--- src/hw/key_wakeup_pkg.sv ---
// Package with the register map, field layout and timing constants of the key wakeup block.
package key_wakeup_pkg;

    // Register addresses on the plain register port.
    localparam logic [11:0] WAKE_EN_OFFSET    = 12'hf9a;
    localparam logic [11:0] HALT_CTRL_OFFSET  = 12'hf9b;
    localparam logic [11:0] HALT_STAT_OFFSET  = 12'hf9c;

    // Field positions.
    localparam int          WAKE_EN_LSB       = 4;
    localparam int          AUX_PIN_COUNT     = 4;
    localparam int          CTRL_RELM_BIT     = 0;
    localparam int          CTRL_HALT_BIT     = 1;
    localparam int          STAT_HALT_BIT     = 0;
    localparam int          STAT_WARM_BIT     = 1;
    localparam int          STAT_MAIN_BIT     = 2;
    localparam int          STAT_PORT_LSB     = 4;

    // Values after reset.
    localparam logic [3:0]  WAKE_EN_RESET     = 4'h0;
    localparam logic        RELM_RESET        = 1'b0;

    // Warm-up time after a release, in ns, and its length in clock cycles.
    localparam int          CLK_PERIOD_NS     = 5;
    localparam int          WARMUP_TIME_NS    = 80;
    localparam int          WARMUP_CYCLES     = (WARMUP_TIME_NS + CLK_PERIOD_NS - 1)
                                                / CLK_PERIOD_NS;

    // Power state of the device.
    typedef enum logic [2:0]
    {
        ST_RUN    = 3'b001,
        ST_HALT   = 3'b010,
        ST_WARMUP = 3'b100
    } power_state_t;

endpackage

--- src/hw/key_wakeup_release.sv ---
// Key-on wakeup logic that releases the low-power halt state.
//
// Overview of operation
// - Main wake pin and four auxiliary wake pins release the halt, the auxiliary pins in level mode only.
// - Each auxiliary pin has its own enable bit: 0 disables, 1 enables.
// - Enable bits sit at bits 7:4, write-only, reset to zero; low bits undefined.
// - In level mode, a low level on any enabled auxiliary pin releases halt.
// - A release condition at halt request skips halt and starts warm-up at once.
// - Main wake pin has no enable and always acts as a release source.
// - Wake detector has its own input stage, separate from the port input.
`timescale 1ns/1ps
module key_wakeup_release
    import key_wakeup_pkg::*;
#(
    parameter int WARMUP_LEN = key_wakeup_pkg::WARMUP_CYCLES
)
(
    clk_sys,
    rst,
    reg_addr,
    reg_wdata,
    reg_wr,
    reg_rd,
    reg_rdata,
    ext_irq_five,
    aux_wake_pin_a,
    aux_wake_pin_b,
    aux_wake_pin_c,
    aux_wake_pin_d,
    halt_active,
    warmup_active,
    wake_release,
    main_wake_irq
);
    input  wire logic       clk_sys;
    input  wire logic       rst;
    input  wire logic [11:0] reg_addr;
    input  wire logic [7:0] reg_wdata;
    input  wire logic       reg_wr;
    input  wire logic       reg_rd;
    output logic      [7:0] reg_rdata;
    input  wire logic       ext_irq_five;
    input  wire logic       aux_wake_pin_a;
    input  wire logic       aux_wake_pin_b;
    input  wire logic       aux_wake_pin_c;
    input  wire logic       aux_wake_pin_d;
    output logic            halt_active;
    output logic            warmup_active;
    output logic            wake_release;
    output logic            main_wake_irq;

    import key_wakeup_pkg::*;

    localparam int CNT_W = $clog2(WARMUP_LEN + 1);

    initial
    begin
        if (WARMUP_LEN < 1)
        begin
            $error("key_wakeup_release needs a warm-up of at least one cycle.");
        end
    end

    // Pin groups: main pin in bit 4, auxiliary pins a..d in bits 0..3.
    logic [4:0]       pins_raw;
    logic [4:0]       wake_seen;
    logic [4:0]       port_seen;

    assign pins_raw = {ext_irq_five, aux_wake_pin_d, aux_wake_pin_c,
                       aux_wake_pin_b, aux_wake_pin_a};

    // The wake detector and the port read path have separate input stages, so a
    // port read taken before halt may not match what the detector sees.
    // The main pin idles low and the auxiliary pins idle high.
    wake_input_stage #(.WIDTH(5), .IDLE(5'h0f)) u_wake_stage
    (
        .clk_sys  (clk_sys),
        .rst      (rst),
        .pin_in   (pins_raw),
        .pin_sync (wake_seen)
    );

    wake_input_stage #(.WIDTH(5), .IDLE(5'h0f)) u_port_stage
    (
        .clk_sys  (clk_sys),
        .rst      (rst),
        .pin_in   (pins_raw),
        .pin_sync (port_seen)
    );

    // Register state.
    logic [3:0]       wake_en_ff;
    logic [3:0]       nxt_wake_en;
    logic             relm_ff;
    logic             nxt_relm;
    logic [7:0]       rdata_ff;
    logic [7:0]       nxt_rdata;
    logic             halt_req;

    // Power state.
    power_state_t     state_ff;
    power_state_t     nxt_state;
    logic [CNT_W-1:0] warm_cnt_ff;
    logic [CNT_W-1:0] nxt_warm_cnt;
    logic             main_prev_ff;
    logic             nxt_main_prev;
    logic             release_ff;
    logic             nxt_release;

    // Release terms.
    logic             main_high;
    logic             main_rise;
    logic [3:0]       aux_low;
    logic             aux_req;
    logic             level_release;
    logic             halt_release;

    // Register writes. The enable register is write-only and its low nibble is
    // dropped, so nothing software puts there can disturb the release logic.
    always_comb
    begin
        nxt_wake_en = wake_en_ff;
        nxt_relm    = relm_ff;
        halt_req    = 1'b0;
        if (reg_wr && reg_addr == WAKE_EN_OFFSET)
        begin
            nxt_wake_en = reg_wdata[WAKE_EN_LSB +: AUX_PIN_COUNT];
        end
        if (reg_wr && reg_addr == HALT_CTRL_OFFSET)
        begin
            nxt_relm = reg_wdata[CTRL_RELM_BIT];
            halt_req = reg_wdata[CTRL_HALT_BIT];
        end
    end

    // Read data stand only in the cycle after the read strobe.
    // The write-only enable register and unmapped addresses read as zero.
    always_comb
    begin
        nxt_rdata = 8'h00;
        if (reg_rd && reg_addr == HALT_CTRL_OFFSET)
        begin
            nxt_rdata[CTRL_RELM_BIT] = relm_ff;
        end
        else if (reg_rd && reg_addr == HALT_STAT_OFFSET)
        begin
            nxt_rdata[STAT_HALT_BIT] = state_ff == ST_HALT;
            nxt_rdata[STAT_WARM_BIT] = state_ff == ST_WARMUP;
            nxt_rdata[STAT_MAIN_BIT] = port_seen[4];
            nxt_rdata[STAT_PORT_LSB +: AUX_PIN_COUNT] = port_seen[3:0];
        end
    end

    always_ff @(posedge clk_sys or posedge rst)
    begin
        if (rst)
        begin
            wake_en_ff <= WAKE_EN_RESET;
            relm_ff    <= RELM_RESET;
            rdata_ff   <= 8'h00;
        end
        else
        begin
            wake_en_ff <= nxt_wake_en;
            relm_ff    <= nxt_relm;
            rdata_ff   <= nxt_rdata;
        end
    end

    // Release detection. The main pin has no enable and always counts; the
    // auxiliary pins count here only in level mode, though a halt request checks them in either mode.
    always_comb
    begin
        main_high     = wake_seen[4];
        main_rise     = wake_seen[4] && !main_prev_ff;
        aux_low       = wake_en_ff & ~wake_seen[3:0];
        aux_req       = relm_ff && (|aux_low);
        level_release = main_high || aux_req;
        halt_release  = relm_ff ? level_release : main_rise;
    end

    // Power state machine: a halt request with a release already present goes
    // straight to warm-up, otherwise the device halts until a release arrives.
    always_comb
    begin
        nxt_state     = state_ff;
        nxt_warm_cnt  = warm_cnt_ff;
        nxt_main_prev = wake_seen[4];
        nxt_release   = 1'b0;
        unique case (state_ff)
            ST_RUN:
            begin
                if (halt_req)
                begin
                    if (main_high || (|aux_low))
                    begin
                        nxt_state    = ST_WARMUP;
                        nxt_warm_cnt = CNT_W'(WARMUP_LEN);
                        nxt_release  = 1'b1;
                    end
                    else
                    begin
                        nxt_state = ST_HALT;
                    end
                end
            end
            ST_HALT:
            begin
                if (halt_release)
                begin
                    nxt_state    = ST_WARMUP;
                    nxt_warm_cnt = CNT_W'(WARMUP_LEN);
                    nxt_release  = 1'b1;
                end
            end
            ST_WARMUP:
            begin
                if (warm_cnt_ff <= CNT_W'(1))
                begin
                    nxt_state    = ST_RUN;
                    nxt_warm_cnt = '0;
                end
                else
                begin
                    nxt_warm_cnt = warm_cnt_ff - CNT_W'(1);
                end
            end
        endcase
    end

    always_ff @(posedge clk_sys or posedge rst)
    begin
        if (rst)
        begin
            state_ff     <= ST_RUN;
            warm_cnt_ff  <= '0;
            main_prev_ff <= 1'b0;
            release_ff   <= 1'b0;
        end
        else
        begin
            state_ff     <= nxt_state;
            warm_cnt_ff  <= nxt_warm_cnt;
            main_prev_ff <= nxt_main_prev;
            release_ff   <= nxt_release;
        end
    end

    // Outputs come from flops or from compares of state_ff; the main pin doubles as an interrupt level.
    assign reg_rdata     = rdata_ff;
    assign halt_active   = state_ff == ST_HALT;
    assign warmup_active = state_ff == ST_WARMUP;
    assign wake_release  = release_ff;
    assign main_wake_irq = wake_seen[4];

endmodule

--- src/hw/wake_input_stage.sv ---
// Two-flop input stage for a group of asynchronous pins.
`timescale 1ns/1ps
module wake_input_stage
#(
    parameter int               WIDTH = 5,
    parameter logic [WIDTH-1:0] IDLE  = '1
)
(
    clk_sys,
    rst,
    pin_in,
    pin_sync
);
    input  wire logic             clk_sys;
    input  wire logic             rst;
    input  wire logic [WIDTH-1:0] pin_in;
    output logic      [WIDTH-1:0] pin_sync;

    logic [WIDTH-1:0] meta_ff;
    logic [WIDTH-1:0] sync_ff;

    initial
    begin
        if (WIDTH < 1)
        begin
            $error("wake_input_stage needs at least one pin.");
        end
    end

    // One synchroniser per pin; the first flop feeds only the second.
    // Each flop resets to its pin's idle level, so no false level or edge follows reset.
    for (genvar i = 0; i < WIDTH; i++)
    begin : g_sync
        always_ff @(posedge clk_sys or posedge rst)
        begin
            if (rst)
            begin
                meta_ff[i] <= IDLE[i];
                sync_ff[i] <= IDLE[i];
            end
            else
            begin
                meta_ff[i] <= pin_in[i];
                sync_ff[i] <= meta_ff[i];
            end
        end
    end

    assign pin_sync = sync_ff;

endmodule

--- config.mk ---
export PLATFORM = sky130hd
export DESIGN_NAME = key_wakeup_release
export DESIGN_NICKNAME = d
export VERILOG_FILES = /design/src/hw/key_wakeup_pkg.sv /design/src/hw/key_wakeup_release.sv /design/src/hw/wake_input_stage.sv
export SDC_FILE = /design/constraint.sdc
export NUM_CORES = 1
export LEC_CHECK = 0
export BUFFER_PORTS_ARGS = -buffer_cell sky130_fd_sc_hd__buf_2
export CORE_MARGIN = 1.5
export CORE_UTILIZATION = 50
export CTS_BUF_LIST = sky130_fd_sc_hd__clkbuf_16
export CTS_CLUSTER_DIAMETER = 40
export DETAILED_ROUTE_END_ITERATION = 16
export HOLD_SLACK_MARGIN = 0.1
export PLACE_DENSITY = 0.86
export SETUP_SLACK_MARGIN = 0.1
export SYNTH_ARGS = -nofsm -noshare
export SYNTH_HDL_FRONTEND = slang
export SYNTH_HIERARCHICAL = 1
export SYNTH_SLANG_ARGS = --single-unit
--- constraint.sdc ---
create_clock -name clk_sys -period 5.14 [get_ports clk_sys]
set_input_delay 0 -clock clk_sys [delete_from_list [all_inputs] [get_ports clk_sys]]
set_output_delay 0 -clock clk_sys [all_outputs]
set_load 0.01 [all_outputs]
Yosys cells after proc, flatten, opt, wreduce, memory -nomap -nowiden
Index checks and enable logic that the tools add are counted.
{ "classes": {"n_eq_ne": 10, "bitwise": 2, "n_mux": 21, "mul": 0, "reduce_logical": 12, "div": 0, "n_addsub": 1, "shifts": 0, "order_cmp": 1} }
{ "ops": {"columns": ["cell", "n"], "rows": [
  ["$eq 12x12->1 const B", 3],
  ["$mux 5", 4],
  ["$mux 3", 5],
  ["$pmux 5 s3", 1],
  ["$pmux 3 s3", 1],
  ["$mux 4", 2],
  ["$logic_and 1x1->1", 6],
  ["$mux 1", 6],
  ["$reduce_and 3->1", 2],
  ["$le 5x1->1 const B", 1],
  ["$sub 5x1->5 const B", 1],
  ["$and 4x4->4", 1],
  ["$ne 2x1->1 const B", 2],
  ["$ne 2x2->1 const B", 2],
  ["$not 4->4", 1],
  ["$reduce_or 4->1", 1],
  ["$eq 3x1->1 const B", 1],
  ["$eq 3x2->1 const B", 1],
  ["$eq 3x3->1 const B", 1],
  ["$logic_or 1x1->1", 2],
  ["$mux 2", 1],
  ["$pmux 1 s2", 1],
  ["$logic_not 1->1", 1]
]} }
{ "word_totals": {"rom_bits": 0, "latchBits": 0, "output_inout_bits": 12, "mem_count": 0, "regBits": 32, "mem_bits_rw": 0, "elab_cells": 64} }

Depth between registers and ports, before layout
Gate-level depths: netlist (run 1).
{ "depth": {"word_depth": 8, "mapped_depth": 7, "ltp_nobuf": 7} }

By module
The synthesis (run 1) kept the hierarchy.
{ "by_module_without_submodules": {"columns": ["module", "area_per_inst_um2", "n_inst", "cells_each"], "rows": [
  ["key_wakeup_release", 1109.8, 1, 104],
  ["wake_input_stage", 264.0, 2, 11]
]} }

Worst setup path before layout (run 1)
Ideal clock, no wire load.
{ "synth_path": {"kind": "register -> register", "startpoint": "register warm_cnt_ff[1]", "endpoint": "register warm_cnt_ff[3]", "n_path_buf": 0, "arrival_time_ps": 1524, "path_stages_with_launch": 8, "synth_period_minus_slack_ps": 1648, "setup_slack_ps": 3492, "cell_sequence": "dfrtp_1 > inv_1 > ha_1 > o21ba_1 > or4_1 > nand2_1 > nor3_1 > a211o_1"} }
{ "synth_via": {"elab_chain_cells": 3, "elab_cells_between_ends": 4} }
{ "synth_rtl": {"columns": ["item", "line", "rtl"], "rows": [
  ["from (decl)", "key_wakeup_release.sv:103", "logic [CNT_W-1:0] warm_cnt_ff;"],
  ["from (signal assigned)", "key_wakeup_release.sv:243", "warm_cnt_ff <= nxt_warm_cnt;"],
  ["$sub 5x1->5 / $le 5x1->1 (equally long branches)", "key_wakeup_release.sv:225, key_wakeup_release.sv:218", null],
  ["$mux 5 (*)", "key_wakeup_release.sv:218", "if (warm_cnt_ff <= CNT_W'(1))"],
  ["$pmux 5 s3 (*)", "key_wakeup_release.sv:190", "unique case (state_ff)"]
]} }
Every way passes the cells marked *; elsewhere a longest branch is shown, timed or not.
A chain may end at the register's enable or synchronous reset.

Worst setup path after layout (run 1)
Same ends and word-level chain as after synthesis.

==> flow_summary.ini, run 1 <==
[synth]
ys_seq_area_frac = 0.655
synth_edf_count = 0
synth-seq-cells = 42
netlist_area_um2 = 1640
synth_fp_nets = 157
syn_inst = 126
yosys.area.top_type = dfrtp_1
synth.distinct_cells = 43
ys.flop_type = dfrtp_1
synth_top_area_share = 0.382
postSynth.asyncResetShare = 1.00
netlist_top_cells_area = dfrtp_1 (38%), dfstp_2 (27%), mux2_1 (3.4%)
syn_avg_cell_area_um2 = 13.0
ys_warn_count = 6

[route]
ant_nets = 0
routed_wl_um = 3220
drc = 0
drt_iter0_markers = 50
dr_total_vias = 1175
viasPerCell = 5.18
dr.pass1.iters = 4
wire_per_inst_um = 14.2

[die]
placementRows = 20
dieArea_um2 = 3630
die-width_um = 60.2
start_util = 0.532
die_y_um = 60.2
coreArea_um2 = 3080
io-pin-count = 41

[layout]
multi_input_area_um2 = 517
drive_gt1_frac = 0.388
fin_nets = 213
ff_latch_area_um2 = 1070
mostFrequentLayoutCells = buf_2 (37), dfrtp_1 (25), dfstp_2 (17), dlygate4sd3_1 (13), inv_1 (10)
diodes = 0
fill_cells = 210
fin_util = 0.713
area_growth_pct = 34.0
finish.instance_area_um2 = 2190
final_cells = 227
layout_commonest_cell = buf_2

[global_route]
grt_pass1_vias = 1212
grtUsageTotal = 0.211
grt_start_max_net_pins = 23
gr-total-overflow = 0
antenna_found_initial = 0
grt_pass1_wl_um = 5310

[timing]
setup_viol = 0
hold_slack_ps = 144
grt_setup_unrepaired = no
slew_headroom = 0.443
setup_ws_ps = 3260
fmaxAchievable_ghz = 0.531
drv_slew = 0
worst_pin_slew_ps = 835
fin_crit_sh = 0.366
tns_ps = 0
fin_worst_skew_ps = 2.61
period_minus_slack_ps = 1880
hold_viol = 0

[worst_setup_path]
path_depth = 7
cp_slowest_cell = or4_1
worst_setup_path_end_kind = register
arrival_ps = 2050
worstPathRequired_ps = 5310
crit_type = reg -> reg
rr_endpoint = warm_cnt_ff[3]
reg2reg_slack_ps = 3260
cp-start-kind = register
cpLargestDelayFamily = simple AND/OR/NAND/NOR gates
crit_buf_inv = 1
reg2regPathDepth = 7
rr_startpoint = warm_cnt_ff[1]
worst_path_largest_cell_delay_ps = 430
path_cells = inv_1 > ha_1 > o21ba_1 > or4_1 > nand2_1 > nor3_1 > a211o_1
cp_max_fo = 5

[clock_network]
clkSinkCount = 42
cts-htree-levels = 2
insertion_delay_ps = 280
numCtsBuffers = 5
root_buffer = clkbuf_16
path_clk_slew_ps = 60
cts_buffer_depth = 2
cts_tree = yes

[outcome]
outcome = finished clean

[hold_path]
hold-path-cell-count = 3
min_to = reg_rdata[1]
hp-class = in -> reg
worstHoldStart = reg_addr[0]

[placed_design]
place_area_um2 = 1870
dp_slack_ps = 3290
dp_cells = 206
numPortBuffers = 37
hpwl_um = 2270
gp_congestion = 0.831

[flow_run]
drv_cap = 0

[power_and_ir_drop]
total_power_uw = 1000
p_per_area_nw_per_um2 = 456
peakVddDrop_v = 0.000283
leakagePower_nw = 1.08
## repair_timing
item	in CTS	in global routing
hold buffers	13	0
buffers inserted	0	0
resized for setup	0	0
hold endpoints to repair	57	0
## synth_stat cells, types with 2 or more instances
cell and instances:
nand2_1 7, or2_1 2, a21oi_1 3, and2_1 7, a21o_1 2, dfstp_2 17, o21ai_1 2, nor3b_1 2
ha_1 2, o21ai_0 2, inv_1 10, dfrtp_1 25, mux2_1 5, nand3b_1 2, nor4_2 2, nor2_1 8
nor2b_1 2
## worst max path at each step
stage              startpoint              to
6_report       warm_cnt_ff[1]  warm_cnt_ff[3]
5_1_grt        warm_cnt_ff[1]  warm_cnt_ff[3]
4_1_cts        warm_cnt_ff[1]  warm_cnt_ff[3]
3_5_place_dp   warm_cnt_ff[1]  warm_cnt_ff[3]
3_3_place_gp   warm_cnt_ff[1]  warm_cnt_ff[3]
2_1_floorplan  warm_cnt_ff[1]  warm_cnt_ff[3]
## layer usage
metal | track usage | part of all wire
met5 | 0 | 0
met2 | 0.366 | 0.56
met4 | 0.121 | 0.035
met3 | 0.0693 | 0.047
met1 | 0.223 | 0.35
## power by group
| part | total, mW | internal, mW | switching [mW] |
|---|---|---|---|
| logic | 0.199 | 0.0897 | 0.109 |
| registers | 0.402 | 0.370 | 0.0320 |
| clock network | 0.399 | 0.279 | 0.120 |
| total | 1.00 | 0.739 | 0.261 |
## registers in the layout (all words and copies together), names as in the netlist
signal and cells:
u_wake_stage/meta_ff 5, main_prev_ff 1, state_ff 3, u_wake_stage/pin_sync 5, relm_ff 1, u_port_stage/meta_ff 5
wake_en_ff 4, u_port_stage/pin_sync 5, reg_rdata 7, warm_cnt_ff 5, wake_release 1
## worst reg2reg max path: cells and delay by family (launching register included)
family	cells	cell delay (ps)
and+or+nand+nor	3	720
DFF	1	410
AOI/OAI and AO/OA	2	400
adders and majority gates	1	150
buffers and inverters	1	90
## layout make-up
| type | count | area share |
|---|---|---|
| well taps | 44 | 0.0251 |
| inverters | 11 | 0.0188 |
| flip-flops and latches | 42 | 0.489 |
| repair buffers | 50 | 0.144 |
| clock inverters | 3 | 0.0314 |
| clock buffers | 5 | 0.0570 |
| multi-input cells | 72 | 0.235 |
## cells by family (layout without fill, tap and decap cells)
group,after synthesis,after routing,synth area share
AOI/OAI and AO/OA,21,21,0.0963
xor gates and xnor gates,1,1,0.00535
adders and majority gates,2,2,0.0153
buffers and inverters,12,69,0.0298
DFF,42,42,0.655
muxes,5,5,0.0344
other,1,1,0.00229
and+or+nand+nor,42,42,0.162
Power figures use the tool's default switching activity.
==> run 2, diff against run 1 <==
--- a/config.mk
+++ b/config.mk
@@ -7,12 +7,12 @@
 export LEC_CHECK = 0
 export BUFFER_PORTS_ARGS = -buffer_cell sky130_fd_sc_hd__buf_2
 export CORE_MARGIN = 1.5
-export CORE_UTILIZATION = 50
+export CORE_UTILIZATION = 47
 export CTS_BUF_LIST = sky130_fd_sc_hd__clkbuf_16
 export CTS_CLUSTER_DIAMETER = 40
 export DETAILED_ROUTE_END_ITERATION = 16
 export HOLD_SLACK_MARGIN = 0.1
-export PLACE_DENSITY = 0.86
+export PLACE_DENSITY = 0.85
 export SETUP_SLACK_MARGIN = 0.1
 export SYNTH_ARGS = -nofsm -noshare
 export SYNTH_HDL_FRONTEND = slang
==> constraint.sdc (replaced) <==
create_clock -name clk_sys -period 1.6 [get_ports clk_sys]
set_input_delay 0 -clock clk_sys [delete_from_list [all_inputs] [get_ports clk_sys]]
set_output_delay 0 -clock clk_sys [all_outputs]
set_load 0.01 [all_outputs]
==> run 2 against run 1 <==
  * The run now ends with negative setup slack left
  * First-iteration DRC count grew 98%
  * Critical path depth is the same
  * Combinational power grew to 4.5 times the previous value
  * Sequential share of layout area shrank 2.8 points
  * Count of clock-buffer cells in the layout grew 1
  * Register-to-register slack lost 3400 ps
  * Flip-flop and latch count is the same
  * Critical endpoint unchanged
  * Largest cell class unchanged
==> flow_summary.ini, run 2 (synthesis results as in run 1) <==
[placed_design]
gp_congestion = 0.877
numPortBuffers = 37
dp_cells = 217
place_area_um2 = 1950
hpwl_um = 2440

[clock_network]
cts_tree = yes
cts-htree-levels = 2
path_clk_slew_ps = 60
numCtsBuffers = 5
root_buffer = clkbuf_16
insertion_delay_ps = 280
clkSinkCount = 42
cts_buffer_depth = 2

[route]
viasPerCell = 5.17
dr.pass1.iters = 4
drt_iter0_markers = 99
ant_nets = 0
wire_per_inst_um = 15.5
dr_total_vias = 1257
routed_wl_um = 3780
drc = 0

[power_and_ir_drop]
leakagePower_nw = 1.14
peakVddDrop_v = 0.000674
p_per_area_nw_per_um2 = 1400

[layout]
fin_nets = 227
finish.instance_area_um2 = 2330
fill_cells = 238
ff_latch_area_um2 = 1070
drive_gt1_frac = 0.487
diodes = 0
multi_input_area_um2 = 574
mostFrequentLayoutCells = buf_2 (37), dfrtp_1 (24), dfstp_2 (17), dlygate4sd3_1 (13), buf_4 (13)
area_growth_pct = 42.3
fin_util = 0.699
final_cells = 243
layout_commonest_cell = buf_2
largest_reg_flops = 7

[worst_setup_path]
crit_type = reg -> reg
rr_startpoint = warm_cnt_ff[1]
reg2regPathDepth = 7
rr_endpoint = warm_cnt_ff[3]
arrival_ps = 1860
worstPathRequired_ps = 1760
cp_max_fo = 5
reg2reg_slack_ps = -100
cp-start-kind = register
worst_setup_path_end_kind = register

[die]
die-width_um = 62.0
dieArea_um2 = 3850
placementRows = 21
coreArea_um2 = 3340
start_util = 0.491
die_y_um = 62.0
io-pin-count = 41

[timing]
fin_worst_skew_ps = 5.25
fin_crit_sh = 1.06
setup_viol = 5
fmaxAchievable_ghz = 0.588
hold_viol = 0
drv_slew = 0
grt_setup_unrepaired = yes
setup_ws_ps = -101
period_minus_slack_ps = 1700
tns_ps = -213

[global_route]
antenna_found_initial = 0
grtUsageTotal = 0.219
grt_start_max_net_pins = 23
grt_pass1_vias = 1286
grt_pass1_wl_um = 5960
gr-total-overflow = 0

[hold_path]
worstHoldStart = reg_addr[2]
hold-path-cell-count = 4
hp-class = in -> reg
min_to = relm_ff

[outcome]
violations = negative setup slack
outcome = complete, but fails checks

[flow_run]
drv_cap = 0
[run 2: changes by cell type in the layout (fill, tap and decap cells not counted), sizes merged]
cell | before | now
inv | 11 | 13
clkbuf | 5 | 6
clkinv | 1 | 0
buf | 37 | 51
bufinv | 2 | 0
[run 2: critical path: stages (launching register included)]
cell and delay [ps]:
dfrtp_1 400, inv_2 90, ha_4 130, o21ba_4 150
or4_4 440, nand2_4 110, nor3_2 50, a211o_1 220
[run 2: cell type report]
type | instances | share of cell area
clock inverter | 2 | 0.00429
timing repair buffer | 64 | 0.182
inverter | 11 | 0.0177
sequential | 42 | 0.461
tap | 46 | 0.0247
multi-input combinational | 72 | 0.246
clock buffer | 6 | 0.0644
[run 2: worst max-delay path by stage]
stage	startpoint	end	slack, ps	depth (start not counted)
6_report	warm_cnt_ff[1]	warm_cnt_ff[3]	-100	7
5_1_grt	warm_cnt_ff[1]	warm_cnt_ff[3]	-130	7
2_1_floorplan	warm_cnt_ff[1]	warm_cnt_ff[3]	-2	7
4_1_cts	warm_cnt_ff[0]	warm_cnt_ff[3]	-70	6
3_3_place_gp	warm_cnt_ff[1]	warm_cnt_ff[3]	0.7	7
3_5_place_dp	warm_cnt_ff[1]	warm_cnt_ff[3]	-90	7
[run 2: per-stage QoR]
stage | power, mW | hold WS (ps) | worst slack (ps)
3_3_place_gp | 1.95 | -16.5 | 0.701
6_report | 3.26 | 108 | -101
5_1_grt | 3.43 | 147 | -127
2_1_floorplan | 1.75 | -166 | -1.51
4_1_cts | 3.19 | 103 | -72.1
3_5_place_dp | 2.02 | 1.78 | -93.1
[run 2: power breakdown]
group / switching, mW / internal [mW] / total (mW) / leakage (nW)
combinational: 0.442 / 0.464 / 0.905 / 0.556
sequential: 0.109 / 1.19 / 1.30 / 0.503
clock: 0.389 / 0.667 / 1.06 / 0.0837
total: 0.939 / 2.32 / 3.26 / 1.14
[run 2: per-layer routing]
layer / up-vias / track usage / wire [um]
li1: 569 / - / -
met1: 632 / 0.269 / 1430
met2: 40 / 0.365 / 2090
met3: 16 / 0.0497 / 132
met4: 0 / 0.109 / 127
met5: - / 0 / 0
[run 2: timing repair]
action,CTS,global route
setup buffers,3,2
setup endpoints to repair,6,9
pin swaps,3,1
hold endpoints to repair,58,0
resized for setup,7,7
hold buffers,13,0
